==> src/rtl/pmpm_regs.vh <==
// constants for the program memory partition map
`ifndef PMPM_REGS_VH
`define PMPM_REGS_VH
`define PMPM_ADDR_W        15
`define PMPM_IMPL_W        13
`define PMPM_LAST_ADDR     13'h1fff
`define PMPM_HALF_LAST     13'h0fff
`define PMPM_SAF_SPAN      13'h007f
`define PMPM_BOOT_END_111  13'h01ff
`define PMPM_BOOT_END_110  13'h03ff
`define PMPM_BOOT_END_101  13'h07ff
`define PMPM_BOOT_END_100  13'h0fff
`define PMPM_PTR_PM_BIT    7
`define PMPM_CFG_RST       8'hff
`define PMPM_CFG_STORAGE_REGION_ENABLE_N     4
`define PMPM_CFG_BOOT_REGION_ENABLE_N      3
`define PMPM_EEPROM_BASE   15'h7000
`define PMPM_CONFIG_BASE   15'h0007
`define PMPM_EXTRA_CYCLES  1
`endif

==> src/rtl/pmpm_partition_map.v <==
// program memory partition map, protection checks and indirect read path
// How it works
// - pointer high byte bit 7 set sends indirect reads to program memory
// - indirect move to w returns only the low byte of the word
// - indirect writes aimed at program memory are dropped
// - indirect program memory reads take one extra instruction cycle
// - layout comes from boot enable, boot size and storage enable settings
// - both enables high: all user flash is application region
// - boot enabled: boot region from zero to selected end address
// - storage enabled: last 128 words form the storage region
// - no execution from the storage region when it is enabled
// - storage region uses the same nonvolatile path as other flash
// - each region has a write protect; blocked writes set write error
// - fetch outside valid area resets and clears violation flag
// - size field codes end address; codes 0 to 3 clamp to half memory
// - size field writable only while boot is disabled, else bulk erase
// - write protection stays on until a bulk erase or a reset
// - addresses above the implemented size wrap around
`include "pmpm_regs.vh"
module pmpm_partition_map (
    input  wire                    clk,              // core instruction clock
    input  wire                    rst,              // synchronous reset, high
    input  wire                    ce,               // clock enable
    input  wire                    cfg_wr,           // configuration write strobe
    input  wire [2:0]              cfg_boot_size,    // new boot size field
    input  wire                    cfg_boot_en_n,    // new boot enable, low active
    input  wire                    cfg_saf_en_n,     // new storage enable, low active
    input  wire [4:0]              cfg_wp_n,         // new protects app,boot,cfg,ee,saf
    input  wire                    bulk_erase,       // bulk erase pulse
    input  wire                    fetch_valid,      // instruction fetch strobe
    input  wire [`PMPM_ADDR_W-1:0] fetch_addr,       // fetch address
    input  wire                    ind_valid,        // indirect access strobe
    input  wire                    ind_write,        // indirect access is a write
    input  wire [7:0]              ind_ptr_high,     // pointer high byte
    input  wire [7:0]              ind_ptr_low,      // pointer low byte
    input  wire [13:0]             flash_rdata,      // flash word from array
    input  wire                    nvm_wr_req,       // nonvolatile write request
    input  wire [`PMPM_ADDR_W-1:0] nvm_wr_addr,      // nonvolatile write address
    input  wire                    viol_flag_clr,    // software sets violation flag
    output reg                     ind_to_pm,        // indirect read targets flash
    output reg                     ind_data_wr,      // pass write on to data memory
    output reg  [`PMPM_ADDR_W-1:0] flash_raddr,      // flash read address
    output reg                     flash_rd,         // flash read strobe
    output reg  [7:0]              w_rdata,          // byte returned to w
    output reg                     w_rvalid,         // returned byte valid
    output reg                     core_stall,       // extra instruction cycle
    output reg                     nvm_wr_ok,        // write allowed to flash
    output reg                     write_error_flag, // blocked write seen
    output reg                     exec_viol_reset,  // violation reset pulse
    output reg                     exec_violation_flag_n, // violation flag, low active
    output reg  [2:0]              boot_size_reg,    // active boot size
    output reg                     boot_en_n_reg,    // active boot enable
    output reg                     saf_en_n_reg,     // active storage enable
    output reg  [4:0]              wp_n_reg          // active protects, low active
);
    localparam ST_IDLE = 2'b01;
    localparam ST_WAIT = 2'b10;

    reg [1:0] state_reg;
    reg [1:0] state_next;

    wire [`PMPM_IMPL_W-1:0] f_wrap = fetch_addr[`PMPM_IMPL_W-1:0];
    wire [`PMPM_IMPL_W-1:0] w_wrap = nvm_wr_addr[`PMPM_IMPL_W-1:0];
    wire [`PMPM_ADDR_W-1:0] ind_addr = {ind_ptr_high[6:0], ind_ptr_low};
    wire ind_pm = ind_ptr_high[`PMPM_PTR_PM_BIT];

    wire f_boot, f_app, f_saf;
    wire w_boot, w_app, w_saf;

    pmpm_region_decode u_fetch_dec (
        .addr      (f_wrap),
        .boot_en_n (boot_en_n_reg),
        .boot_size (boot_size_reg),
        .saf_en_n  (saf_en_n_reg),
        .in_boot   (f_boot),
        .in_app    (f_app),
        .in_saf    (f_saf)
    );

    pmpm_region_decode u_write_dec (
        .addr      (w_wrap),
        .boot_en_n (boot_en_n_reg),
        .boot_size (boot_size_reg),
        .saf_en_n  (saf_en_n_reg),
        .in_boot   (w_boot),
        .in_app    (w_app),
        .in_saf    (w_saf)
    );

    // nonvolatile write target class and the protect it selects
    wire w_is_ee  = (nvm_wr_addr >= `PMPM_EEPROM_BASE);
    wire w_is_cfg = !w_is_ee && nvm_wr_addr[14];
    reg  w_protected;
    always @* begin
        if (w_is_ee)
            w_protected = !wp_n_reg[1];
        else if (w_is_cfg)
            w_protected = !wp_n_reg[2];
        else if (w_saf)
            w_protected = !wp_n_reg[0];
        else if (w_boot)
            w_protected = !wp_n_reg[3];
        else
            w_protected = !wp_n_reg[4] && w_app;
    end

    // fetch outside application or boot region, or inside storage
    wire fetch_bad = fetch_valid && (f_saf || !(f_app || f_boot));

    // flash read request seen by the idle sequencer
    wire ind_rd_start = ind_valid && ind_pm && !ind_write;

    // indirect read sequencer, next state
    always @* begin
        case (state_reg)
            ST_IDLE: begin
                if (ind_rd_start) begin
                    state_next = ST_WAIT;
                end else begin
                    state_next = ST_IDLE;
                end
            end
            ST_WAIT: begin
                state_next = ST_IDLE;
            end
            default: begin
                state_next = ST_IDLE;
            end
        endcase
    end

    // sequencer state
    always @(posedge clk) begin
        if (rst) begin
            state_reg <= ST_IDLE;
        end else if (ce) begin
            state_reg <= state_next;
        end
    end

    // configuration settings, bulk erase wins over a write
    always @(posedge clk) begin
        if (rst) begin
            boot_size_reg <= 3'h7;
            boot_en_n_reg <= 1'b1;
            saf_en_n_reg  <= 1'b1;
            wp_n_reg      <= 5'h1f;
        end else if (ce) begin
            if (bulk_erase) begin
                boot_size_reg <= 3'h7;
                boot_en_n_reg <= 1'b1;
                saf_en_n_reg  <= 1'b1;
                wp_n_reg      <= 5'h1f;
            end else if (cfg_wr) begin
                if (boot_en_n_reg) begin
                    boot_size_reg <= cfg_boot_size;
                end
                boot_en_n_reg <= boot_en_n_reg & cfg_boot_en_n;
                saf_en_n_reg  <= cfg_saf_en_n;
                wp_n_reg      <= wp_n_reg & cfg_wp_n;
            end
        end
    end

    // nonvolatile write gate, error flag sticky until reset
    always @(posedge clk) begin
        if (rst) begin
            nvm_wr_ok        <= 1'b0;
            write_error_flag <= 1'b0;
        end else if (ce) begin
            nvm_wr_ok <= nvm_wr_req && !w_protected;
            if (nvm_wr_req && w_protected) begin
                write_error_flag <= 1'b1;
            end
        end
    end

    // execution violation, a new violation wins over the clear
    always @(posedge clk) begin
        if (rst) begin
            exec_viol_reset       <= 1'b0;
            exec_violation_flag_n <= 1'b1;
        end else if (ce) begin
            exec_viol_reset <= fetch_bad;
            if (fetch_bad) begin
                exec_violation_flag_n <= 1'b0;
            end else if (viol_flag_clr) begin
                exec_violation_flag_n <= 1'b1;
            end
        end
    end

    // indirect path outputs
    always @(posedge clk) begin
        if (rst) begin
            ind_to_pm   <= 1'b0;
            ind_data_wr <= 1'b0;
            flash_raddr <= {`PMPM_ADDR_W{1'b0}};
            flash_rd    <= 1'b0;
            w_rdata     <= 8'h00;
            w_rvalid    <= 1'b0;
            core_stall  <= 1'b0;
        end else if (ce) begin
            flash_rd    <= 1'b0;
            w_rvalid    <= 1'b0;
            ind_data_wr <= 1'b0;
            case (state_reg)
                ST_IDLE: begin
                    if (ind_rd_start) begin
                        ind_to_pm   <= 1'b1;
                        flash_raddr <= {2'b00, ind_addr[`PMPM_IMPL_W-1:0]};
                        flash_rd    <= 1'b1;
                        core_stall  <= 1'b1;
                    end else begin
                        ind_to_pm   <= 1'b0;
                        ind_data_wr <= ind_valid && ind_write && !ind_pm;
                    end
                end
                ST_WAIT: begin
                    w_rdata    <= flash_rdata[7:0];
                    w_rvalid   <= 1'b1;
                    core_stall <= 1'b0;
                    ind_to_pm  <= 1'b0;
                end
                default: begin
                    core_stall <= 1'b0;
                    ind_to_pm  <= 1'b0;
                end
            endcase
        end
    end
endmodule // pmpm_partition_map

==> src/rtl/pmpm_region_decode.v <==
// combinational region decoder for one program address
`include "pmpm_regs.vh"
module pmpm_region_decode (
    input  wire [`PMPM_IMPL_W-1:0] addr,        // wrapped address
    input  wire                    boot_en_n,   // boot region enable, low active
    input  wire [2:0]              boot_size,   // boot size field
    input  wire                    saf_en_n,    // storage region enable, low active
    output wire                    in_boot,     // address in boot region
    output wire                    in_app,      // address in application region
    output wire                    in_saf       // address in storage region
);
    reg  [`PMPM_IMPL_W-1:0] boot_end;
    wire [`PMPM_IMPL_W-1:0] saf_start = `PMPM_LAST_ADDR - `PMPM_SAF_SPAN;

    always @* begin
        case (boot_size)
            3'h7:    boot_end = `PMPM_BOOT_END_111;
            3'h6:    boot_end = `PMPM_BOOT_END_110;
            3'h5:    boot_end = `PMPM_BOOT_END_101;
            3'h4:    boot_end = `PMPM_BOOT_END_100;
            default: boot_end = `PMPM_HALF_LAST;
        endcase
    end

    assign in_boot = !boot_en_n && (addr <= boot_end);
    assign in_saf  = !saf_en_n && (addr >= saf_start);
    assign in_app  = !in_boot && !in_saf;
endmodule // pmpm_region_decode

==> config.mk <==
export PLATFORM = sky130hd
export DESIGN_NAME = pmpm_partition_map
export DESIGN_NICKNAME = d
export VERILOG_FILES = /design/src/rtl/pmpm_partition_map.v /design/src/rtl/pmpm_region_decode.v
export VERILOG_INCLUDE_DIRS = /design/src /design/src/rtl
export SDC_FILE = /design/constraint.sdc
export NUM_CORES = 1
export LEC_CHECK = 0
export ABC_CLOCK_PERIOD_IN_PS = 2300
export BUFFER_PORTS_ARGS = -buffer_cell sky130_fd_sc_hd__buf_2
export CAP_MARGIN = 30
export CORE_MARGIN = 4
export CORE_UTILIZATION = 40
export DETAILED_ROUTE_END_ITERATION = 10
export PLACE_DENSITY = 0.79
export SYNTH_ARGS = -nofsm -noshare
export SYNTH_HDL_FRONTEND = slang
export SYNTH_SLANG_ARGS = --single-unit
export TNS_END_PERCENT = 1
==> constraint.sdc <==
create_clock -name clk -period 2.3 [get_ports clk]
set_clock_uncertainty 0.05 [all_clocks]
set_input_delay 0.23 -clock clk [delete_from_list [all_inputs] [get_ports clk]]
set_output_delay 0.23 -clock clk [all_outputs]
set_load 0.01 [all_outputs]
Word-level counts from Yosys, hierarchy flattened:

Cells that the tools add are included.

* word-level logic and storage cells: 96
* input bits: 80
* register bits: 41

* equality and inequality tests: 6
* reduce and logical (&&, ||, !) cells: 43
* bitwise logic cells: 2
* order comparisons: 5
* muxes and demuxes: 25

Operator list (count)
* $pmux 12 s3: 1
* $ge 13x13->1 const B: 2
* $le 13x12->1: 2
* $mux 1: 17
* $logic_not 1->1: 16
* $ge 15x15->1 const B: 1
* $logic_and 1x1->1: 15
* $mux 5: 2
* $reduce_and 2->1: 5
* $eq 3x3->1 const B: 3
* $mux 3: 3
* $reduce_and 3->1: 2
* $reduce_bool 2->1: 3
* $and 5x5->5: 1
* $mux 2: 2
* $eq 2x1->1 const B: 1
* $eq 2x2->1 const B: 1
* $logic_or 1x1->1: 2
* $ne 2x2->1 const B: 1
* $and 1x1->1: 1

Depth between registers and ports, before layout:

Gate-level depths: netlist (run 1).

* depth after elaboration: 13
* depth in mapped cells: 7
* depth with buffers taken out: 7

By module:

A second synthesis (run 1) with hierarchy kept.

* cell total of the unflattened synthesis: 212
* area total of the unflattened synthesis: 1871.8 um2

By module, submodules not included
* pmpm_partition_map: sequential area each 800.8 um2, area an instance 1609.0 um2, cells each 178, times used 1
* pmpm_region_decode: sequential area each 0.0 um2, area an instance 131.4 um2, cells each 17, times used 2

Worst setup path after synthesis (run 1):

OpenSTA, ideal clock, no wires.

* kind: register -> register
* from: register boot_size_reg[1]
* to: register write_error_flag
* stages on the path, launching flop included: 8
* path buffers: 0
* setup time: 0.117 ns
* slack: 0.429 ns
* arrival: 1.704 ns
* cell sequence: dfxtp_1 o21a_1 ha_1 nand4b_1 nor4_1 a22oi_2 mux2i_1 a32o_1

* word-level cells in the longest chain between the ends: 13
* elaborated cells between the ends (all ways): 15
* those cells by class: order compare (1); eq/ne (3); mux (5); reduce/logical (6)

RTL lines
* from (decl): line pmpm_partition_map.v:51 `output reg [2:0] boot_size_reg,`
* from (signal assigned): line pmpm_partition_map.v:156 `boot_size_reg <= cfg_boot_size;`
* $eq 3x3->1: line pmpm_region_decode.v:16 `case (boot_size)`
* $pmux 12 s3 (*): line pmpm_region_decode.v:16
* $le 13x12->1 (*): line pmpm_region_decode.v:25 `assign in_boot = !boot_en_n && (addr <= boot_end);`
* $logic_and 1x1->1 (*): line pmpm_region_decode.v:25
* $logic_not 1->1: line pmpm_region_decode.v:27 `assign in_app = !in_boot && !in_saf;`
* $logic_and 1x1->1: line pmpm_region_decode.v:27
* $logic_and 1x1->1: line pmpm_partition_map.v:104 `w_protected = !wp_n_reg[4] && w_app;`
* $mux 1 (*): line pmpm_partition_map.v:101 `else if (w_boot)`
* $mux 1 (*): line pmpm_partition_map.v:99 `else if (w_saf)`
* $mux 1 (*): line pmpm_partition_map.v:97 `else if (w_is_cfg)`
* $mux 1 (*): line pmpm_partition_map.v:95 `if (w_is_ee)`
* $logic_and 1x1->1 (*): line pmpm_partition_map.v:172 `if (nvm_wr_req && w_protected) begin`
* $reduce_and 2->1 (no line) (*)
* to (signal assigned): line pmpm_partition_map.v:169 `write_error_flag <= 1'b0;`
* to (signal assigned): line pmpm_partition_map.v:173 `write_error_flag <= 1'b1;`
* to (decl): line pmpm_partition_map.v:48 `output reg write_error_flag,`

Mark *: on every way between the ends. The rest lies on a longest branch, timed or not.
A chain may end at the register's enable or synchronous reset.

Final worst setup path (run 1):

Same ends and word-level chain as after synthesis.

==> results.json, run 1 <==
{
  "r2r_slack_ns": 0.34,
  "setup_viol": 0,
  "relSlewSlack": 0.6297,
  "max_stage_delay_ns": 0.37,
  "power_w": 0.001321,
  "die_w_um": 72.91,
  "die_h_um": 72.91,
  "gp_congestion": 0.8053,
  "setup_ws_ns": 0.3356,
  "finish.instance_area_um2": 2305,
  "worstPathArrival_ns": 2.08,
  "clkTransAtPathRegs_ns": 0.06,
  "fin_util": 0.5721,
  "antenna_found_initial": 0,
  "cts_setup_buffers": 0,
  "drive_above_1_share": 0.4056,
  "period_share": 0.8541,
  "finalCriticalPeriod_ns": 1.964,
  "critPathSlowestCell": "dfxtp_1",
  "synthArstFlopShare": 0,
  "cts_tree": "yes",
  "grt_max_degree": 28,
  "synth_edf_count": 0,
  "yosys_warnings": 0,
  "cts_buffer_depth": 2,
  "via_per_inst": 4.932,
  "place_area_um2": 2220,
  "synthDistinctLibCells": 37,
  "highest_layer": "met4",
  "timing.rr.start": "boot_size_reg[1]",
  "syn_inst": 183,
  "synth_area_um2": 1685,
  "multi_input_area_um2": 812.0,
  "io_buffers": 102,
  "vias": 1657,
  "initial_core_util": 0.4183,
  "crit_path_max_fanout": 7,
  "hold_class": "primary input to register",
  "route.antenna.remaining_nets": 0,
  "met2_wirelength_um": 2052,
  "insertion_delay_ns": 0.28,
  "synth_top_area_frac": 0.4751,
  "regArea_um2": 800.8,
  "leakagePower_nw": 1.139,
  "synth_top_area_cell": "dfxtp_1",
  "nets": 366,
  "max_cap_viol_count": 0,
  "io_pins": 122,
  "grt_usage": 0.1613,
  "clockRootBuffer": "clkbuf_8",
  "nFillCells": 403,
  "coreArea_um2": 4029,
  "drcViolationCount": 0,
  "crit_required_ns": 2.42,
  "holdPathEnd": "boot_size_reg[0]",
  "rows": 23,
  "hold_violations": 0,
  "setup_tns_ns": 0,
  "cts_hold_buf": 0,
  "largest_reg_flops": 13,
  "numCtsBuffers": 5,
  "path_cells": "o21a_1, ha_1, nand4b_1, nor4_1, a22oi_2, mux2i_1, a32o_1",
  "synth.yosys.seq_area_share": 0.4751,
  "setup.worst_path.class": "register to register",
  "dp_hpwl_um": 3341,
  "synth_area_leaders": "dfxtp_1 48%, mux2i_1 14%, nor2_1 6.5%, nand2_1 3.6%, o21ai_0 3.3%",
  "gr-total-overflow": 0,
  "wl_per_cell_um": 12.51,
  "vdd_drop_max_mv": 0.3833,
  "reg2regPathDepth": 7,
  "synthFlopType": "dfxtp_1",
  "hp-start": "cfg_boot_size[0]",
  "fmax_mhz": 509.1,
  "cp-start-kind": "register",
  "n_antenna_cell": 0,
  "dr.first_iter.drc_count": 59,
  "critPathTopFamily": "compound AO/OA/AOI/OAI gates",
  "cp_num_buf_inv": 0,
  "drt-total-wl_um": 4203,
  "cts_resized": 0,
  "synth_seq_cells": 40,
  "rsz0062_at_grt": "no",
  "cts_max_level": 2,
  "whs_path_depth": 3,
  "status": "complete, no violations",
  "grt_pass1_vias": 1556,
  "wl_met1_um": 1752,
  "pre_cts_slack_ns": 0.3450,
  "reg2reg_to": "write_error_flag",
  "drv_slew": 0,
  "syn2layout_area_growth_pct": 36.75,
  "worst_slew_pin_slew_ns": 0.5539,
  "power_density_nw_per_um2": 573.4,
  "grt_pass1_wl_um": 6810,
  "drt_first_pass_iters": 4,
  "worstSetupEndpointType": "register",
  "routed-wl-met3_um": 336,
  "dieArea_um2": 5316,
  "syn_avg_cell_area_um2": 9.210,
  "cts.sinks": 40
}
==> stage by stage <==
stage | instances | hold WS (ns)
floorplan | 184 | 0.3041
global placement | 328 | 0.3911
detailed placement | 328 | 0.3942
CTS | 336 | 0.1037
global route | 336 | 0.1193
finish | 336 | 0.1149
==> Yosys cell counts, types with 3 or more instances <==
library cell and count:
o21ai_0 11, mux2i_1 23, nand4b_1 5, o22ai_1 3, o211ai_1 3, nor2_1 29, buf_4 4, dfxtp_1 40
nand3_1 4, a21oi_1 9, nand2_1 16, nand4_1 4, inv_1 4
==> kinds of logic (layout without fill, tap and decap cells) <==
group,count (synthesis),in the layout,share of synthesized area
flip-flops,40,40,0.4751
buffers and inverters,15,117,0.04825
AND/OR/NAND/NOR,69,69,0.2019
multiplexers,24,24,0.1433
AO/OA/AOI/OAI,33,33,0.1218
adder cells (fa/ha/maj),1,1,0.007423
other,1,2,0.002225
==> cell usage in the layout (no fill, tap or decap), types with 3 or more instances in the layout <==
cell type / n
nor2_1: 29
nand3_1: 4
o22ai_1: 3
clkbuf_8: 5
inv_1: 4
mux2i_1: 23
o211ai_1: 3
o21ai_0: 11
a21oi_1: 9
nand4b_1: 5
buf_2: 102
nand2_1: 16
dfxtp_1: 40
nand4_1: 4
==> tightest hold or removal path, cell delays in order <==
cell and delay (ns):
buf_2 0.07, o22ai_1 0.05, nand2_1 0.05
==> final cells by class <==
type                       count  share of cell area
multi-input combinational    129              0.3523
sequential                    40              0.3474
timing repair buffer         104              0.2280
clock buffer                   7             0.03312
tap                           50             0.02714
inverter                       5            0.008143
clock inverter                 1            0.003800
==> power by group <==
| group | internal (W) | total [W] | switching [W] |
|---|---|---|---|
| clock | 0.000217 | 0.000444 | 0.000227 |
| combinational | 0.0000799 | 0.000160 | 0.0000802 |
| sequential | 0.000707 | 0.000717 | 0.0000103 |
==> worst max-delay path by stage <==
stage | from | endpoint | cells after the start
2_1_floorplan | boot_size_reg[1] | write_error_flag | 7
3_3_place_gp | boot_size_reg[1] | write_error_flag | 7
3_5_place_dp | boot_size_reg[1] | write_error_flag | 7
4_1_cts | boot_size_reg[1] | write_error_flag | 7
5_1_grt | boot_size_reg[1] | write_error_flag | 7
6_report | boot_size_reg[1] | write_error_flag | 7
==> routing by layer <==
| layer | vias up | GRT usage |
|---|---|---|
| met4 | 0 | 0.05533 |
| met5 | - | 0 |
| met1 | 741 | 0.1955 |
| met3 | 7 | 0.04408 |
| li1 | 845 | - |
| met2 | 64 | 0.2745 |
No activity file was read; power rests on OpenSTA's default activity.
==> run 2, diff against run 1 <==
Settings changed: BUFFER_PORTS_ARGS -buffer_cell sky130_fd_sc_hd__buf_2 to -buffer_cell sky130_fd_sc_hd__buf_4.
==> results.json, run 2 (same netlist as run 1, synthesis figures left out) <==
{
  "io_pins": 122,
  "drv_slew": 0,
  "route.antenna.remaining_nets": 0,
  "initial_core_util": 0.4183,
  "setup.worst_path.class": "register to register",
  "grt_usage": 0.1716,
  "cts_tree": "yes",
  "numCtsBuffers": 5,
  "clkTransAtPathRegs_ns": 0.08,
  "drcViolationCount": 0,
  "timing.rr.start": "boot_size_reg[1]",
  "status": "complete, no violations",
  "vdd_drop_max_mv": 0.4289,
  "cts.sinks": 40,
  "reg2regPathDepth": 7,
  "cts_setup_buffers": 0,
  "hold_class": "primary input to register",
  "dr.first_iter.drc_count": 75,
  "layout_commonest_cell": "buf_4",
  "syn2layout_area_growth_pct": 51.45,
  "gr-total-overflow": 0,
  "power_density_nw_per_um2": 537.2,
  "leakagePower_nw": 1.205,
  "rsz0062_at_grt": "no",
  "via_per_inst": 4.946,
  "grt_pass1_vias": 1625,
  "vias": 1657,
  "cts_max_level": 2,
  "final_cell_mix": "103 x buf_4, 40 x dfxtp_1, 29 x nor2_1",
  "antenna_found_initial": 0,
  "period_share": 0.8485,
  "grt_pass1_wl_um": 7155,
  "grt_max_degree": 29,
  "n_antenna_cell": 0,
  "die_w_um": 72.91,
  "clockRootBuffer": "clkbuf_8",
  "io_buffers": 102,
  "setup_viol": 0,
  "nFillCells": 362,
  "setup_tns_ns": 0,
  "fin_util": 0.6335,
  "cts_hold_buf": 0,
  "cts_buffer_depth": 2,
  "crit_path_max_fanout": 7,
  "crit_required_ns": 2.44,
  "hold_violations": 0,
  "die_h_um": 72.91,
  "relSlewSlack": 0.6309,
  "finalCriticalPeriod_ns": 1.951,
  "max_cap_viol_count": 0,
  "regArea_um2": 800.8,
  "r2r_slack_ns": 0.35,
  "crit_end": "write_error_flag",
  "worstPathArrival_ns": 2.09,
  "reg2reg_to": "write_error_flag",
  "multi_input_area_um2": 812.0,
  "nets": 365,
  "cp-start-kind": "register",
  "worstSetupStartpoint": "boot_size_reg[1]",
  "drt-total-wl_um": 4495,
  "rows": 23,
  "dieArea_um2": 5316,
  "drt_first_pass_iters": 4,
  "largest_reg_flops": 13,
  "gp_congestion": 0.8223,
  "insertion_delay_ns": 0.29,
  "worstSetupEndpointType": "register",
  "wl_per_cell_um": 13.42,
  "fmax_mhz": 512.4,
  "worst_slew_pin_slew_ns": 0.5521,
  "coreArea_um2": 4029,
  "cts_resized": 0,
  "dp_hpwl_um": 3550,
  "drive_above_1_share": 0.4035
}
-- run 2: cell count changes in the layout (fill, tap and decap cells not counted), sizes merged --
cell,change
buf,-1
-- run 2: final cells by class --
| class | instances | share of cell area |
|---|---|---|
| multi-input cells | 129 | 0.3181 |
| repair buffers | 103 | 0.3029 |
| clock inverters | 1 | 0.003431 |
| inverters | 5 | 0.007353 |
| well taps | 50 | 0.02451 |
| clock buffers | 7 | 0.02990 |
| flip-flops and latches | 40 | 0.3137 |
-- run 2: worst min-delay path by stage --
stage	start	endpoint	slack [ns]	cells after the start
6_report	cfg_boot_size[1]	boot_size_reg[1]	0.11	3
5_1_grt	cfg_boot_size[0]	boot_size_reg[0]	0.10	3
4_1_cts	cfg_boot_size[0]	boot_size_reg[0]	0.1	3
3_5_place_dp	cfg_boot_size[1]	boot_size_reg[1]	0.40	3
3_3_place_gp	cfg_boot_size[0]	boot_size_reg[0]	0.39	3
2_1_floorplan	cfg_boot_size[0]	boot_size_reg[0]	0.30	2
-- run 2: worst max-delay path, cell delays in order, from the launching register on --
cell	delay, ns
dfxtp_1	0.37
o21a_1	0.20
ha_1	0.30
nand4b_1	0.10
nor4_1	0.29
a22oi_2	0.15
mux2i_1	0.14
a32o_1	0.26
-- run 2: through the flow --
stage	cell area (um^2)	power (W)	instances	setup WS, ns	hold slack [ns]
2_1_floorplan	1689	0.0008122	184	0.4289	0.3041
6_report	2552	0.001371	335	0.3485	0.1055
4_1_cts	2552	0.001392	335	0.3478	0.09716
3_5_place_dp	2467	0.0009323	327	0.3421	0.4015
3_3_place_gp	2467	0.0009280	327	0.3982	0.3925
5_1_grt	2552	0.001432	335	0.2813	0.1011
-- run 2: power breakdown --
part	internal, W	total, W	switching, W
sequential	0.000707	0.000718	0.0000114
combinational	0.000116	0.000196	0.0000807
clock	0.000217	0.000456	0.000240
total	0.00104	0.00137	0.000332
-- run 2: routing by layer --
| metal | wire length, um | track usage |
|---|---|---|
| met5 | 0 | 0 |
| met2 | 2246 | 0.2936 |
| met4 | 42 | 0.05533 |
| met1 | 1829 | 0.2002 |
| met3 | 376 | 0.05923 |
==> run 3, diff against run 2 <==
Settings changed: ABC_CLOCK_PERIOD_IN_PS 2300 to 1780, CORE_UTILIZATION 40 to 36, PLACE_DENSITY 0.79 to 0.75.
Clock period 2.3 ns to 1.78 ns, I/O delays scaled along.
==> results.json, run 3 (same netlist as run 1, synthesis figures left out) <==
{
  "path_cells": "o21a_1, ha_1, nand4b_1, nor4_2, a22oi_2, mux2i_1, a32o_1",
  "leakagePower_nw": 1.234,
  "setup_viol": 0,
  "dp_hpwl_um": 3719,
  "die_h_um": 76.42,
  "dieArea_um2": 5840,
  "io_pins": 122,
  "fmax_mhz": 574.7,
  "crit_required_ns": 1.91,
  "relSlewSlack": 0.6447,
  "cts.sinks": 40,
  "grt_usage": 0.1646,
  "period_share": 0.9775,
  "cts_resized": 0,
  "status": "complete, no violations",
  "cts_max_level": 2,
  "grt_max_degree": 27,
  "gr-total-overflow": 0,
  "crit_path_max_fanout": 2,
  "route.antenna.remaining_nets": 0,
  "final_cell_mix": "109 x buf_4, 40 x dfxtp_1, 29 x nor2_1",
  "via_per_inst": 4.921,
  "io_buffers": 102,
  "critPathSlowestCell": "dfxtp_1",
  "drv_slew": 0,
  "grt_pass1_vias": 1750,
  "max_stage_delay_ns": 0.31,
  "insertion_delay_ns": 0.28,
  "nFillCells": 408,
  "hold_violations": 0,
  "clkTransAtPathRegs_ns": 0.07,
  "numCtsBuffers": 5,
  "holdWs_ns": 0.05756,
  "initial_core_util": 0.3792,
  "wl_per_cell_um": 13.59,
  "rsz0062_at_grt": "yes",
  "largest_reg_flops": 13,
  "n_antenna_cell": 0,
  "pre_cts_slack_ns": 0.03497,
  "gp_congestion": 0.8015,
  "max_cap_viol_count": 0,
  "worst_slew_pin_slew_ns": 0.5315,
  "grt_pass1_wl_um": 8052,
  "drcViolationCount": 0,
  "hold_class": "primary input to register",
  "power_density_nw_per_um2": 692.8,
  "antenna_found_initial": 0,
  "drt_first_pass_iters": 4,
  "syn2layout_area_growth_pct": 55.16,
  "cts_hold_buf": 0,
  "cts_buffer_depth": 2,
  "critPathTopFamily": "compound AO/OA/AOI/OAI gates",
  "nets": 371,
  "drt-total-wl_um": 4660,
  "worstPathArrival_ns": 1.87,
  "layout_commonest_cell": "buf_4",
  "worstSetupEndpointType": "register",
  "vdd_drop_max_mv": 0.4732,
  "rows": 24,
  "cts_setup_buffers": 0,
  "drive_above_1_share": 0.4227,
  "setup_ws_ns": 0.04006,
  "cp_num_buf_inv": 0,
  "coreArea_um2": 4444,
  "dr.first_iter.drc_count": 56,
  "cts_tree": "yes",
  "cp-start-kind": "register",
  "finalCriticalPeriod_ns": 1.740,
  "vias": 1688,
  "clockRootBuffer": "clkbuf_8",
  "setup.worst_path.class": "register to register",
  "die_w_um": 76.42
}
==> run 3: routing by layer <==
layer,routed length (um),part of all wire,GRT usage
met4,51,0.011,0.04891
met3,425,0.091,0.06738
met2,2278,0.49,0.2803
met1,1905,0.41,0.1881
met5,0,0,0
==> run 3: final timing paths <==
check              startpoint               end  slack (ns)  cells after the start
min reg2reg          w_rvalid          w_rvalid        0.42                      2
max reg2reg  boot_size_reg[1]  write_error_flag        0.04                      7
min          cfg_boot_size[1]  boot_size_reg[1]        0.06                      3
max          boot_size_reg[1]  write_error_flag        0.04                      7
==> run 3: area by class of cell <==
| class | instances | area (um^2) | share of cell area |
|---|---|---|---|
| flip-flops and latches | 40 | 800.8 | 0.3062 |
| clock buffers | 7 | 86.33 | 0.03301 |
| well taps | 52 | 65.06 | 0.02488 |
| multi-input cells | 129 | 818.3 | 0.3129 |
| repair buffers | 109 | 818.3 | 0.3129 |
| inverters | 5 | 18.77 | 0.007177 |
| clock inverters | 1 | 7.507 | 0.002871 |
==> run 3: where the power goes <==
group / internal [W] / switching, W / total, W
combinational: 0.000155 / 0.000110 / 0.000264
clock: 0.000315 / 0.000306 / 0.000621
sequential: 0.000913 / 0.0000125 / 0.000926
total: 0.00138 / 0.000429 / 0.00181
==> run 3: worst min-delay path: cells and delay by family <==
family                 cells  cell delay, ns
AO/OA/AOI/OAI              1            0.05
AND/OR/NAND/NOR            1            0.05
buffers and inverters      1            0.08
==> run 3: through the flow <==
| stage | setup TNS (ns) | total power, W | cells | area, um^2 | util |
|---|---|---|---|---|---|
| 2_1_floorplan | 0 | 0.001050 | 184 | 1695 | - |
| 3_3_place_gp | 0 | 0.001208 | 335 | 2521 | 0.5673 |
| 3_5_place_dp | 0 | 0.001213 | 335 | 2521 | 0.5673 |
| 4_1_cts | 0 | 0.001834 | 343 | 2615 | 0.5884 |
| 5_1_grt | -0.07092 | 0.001893 | 343 | 2615 | 0.5884 |
| 6_report | 0 | 0.001812 | 343 | 2615 | 0.5884 |
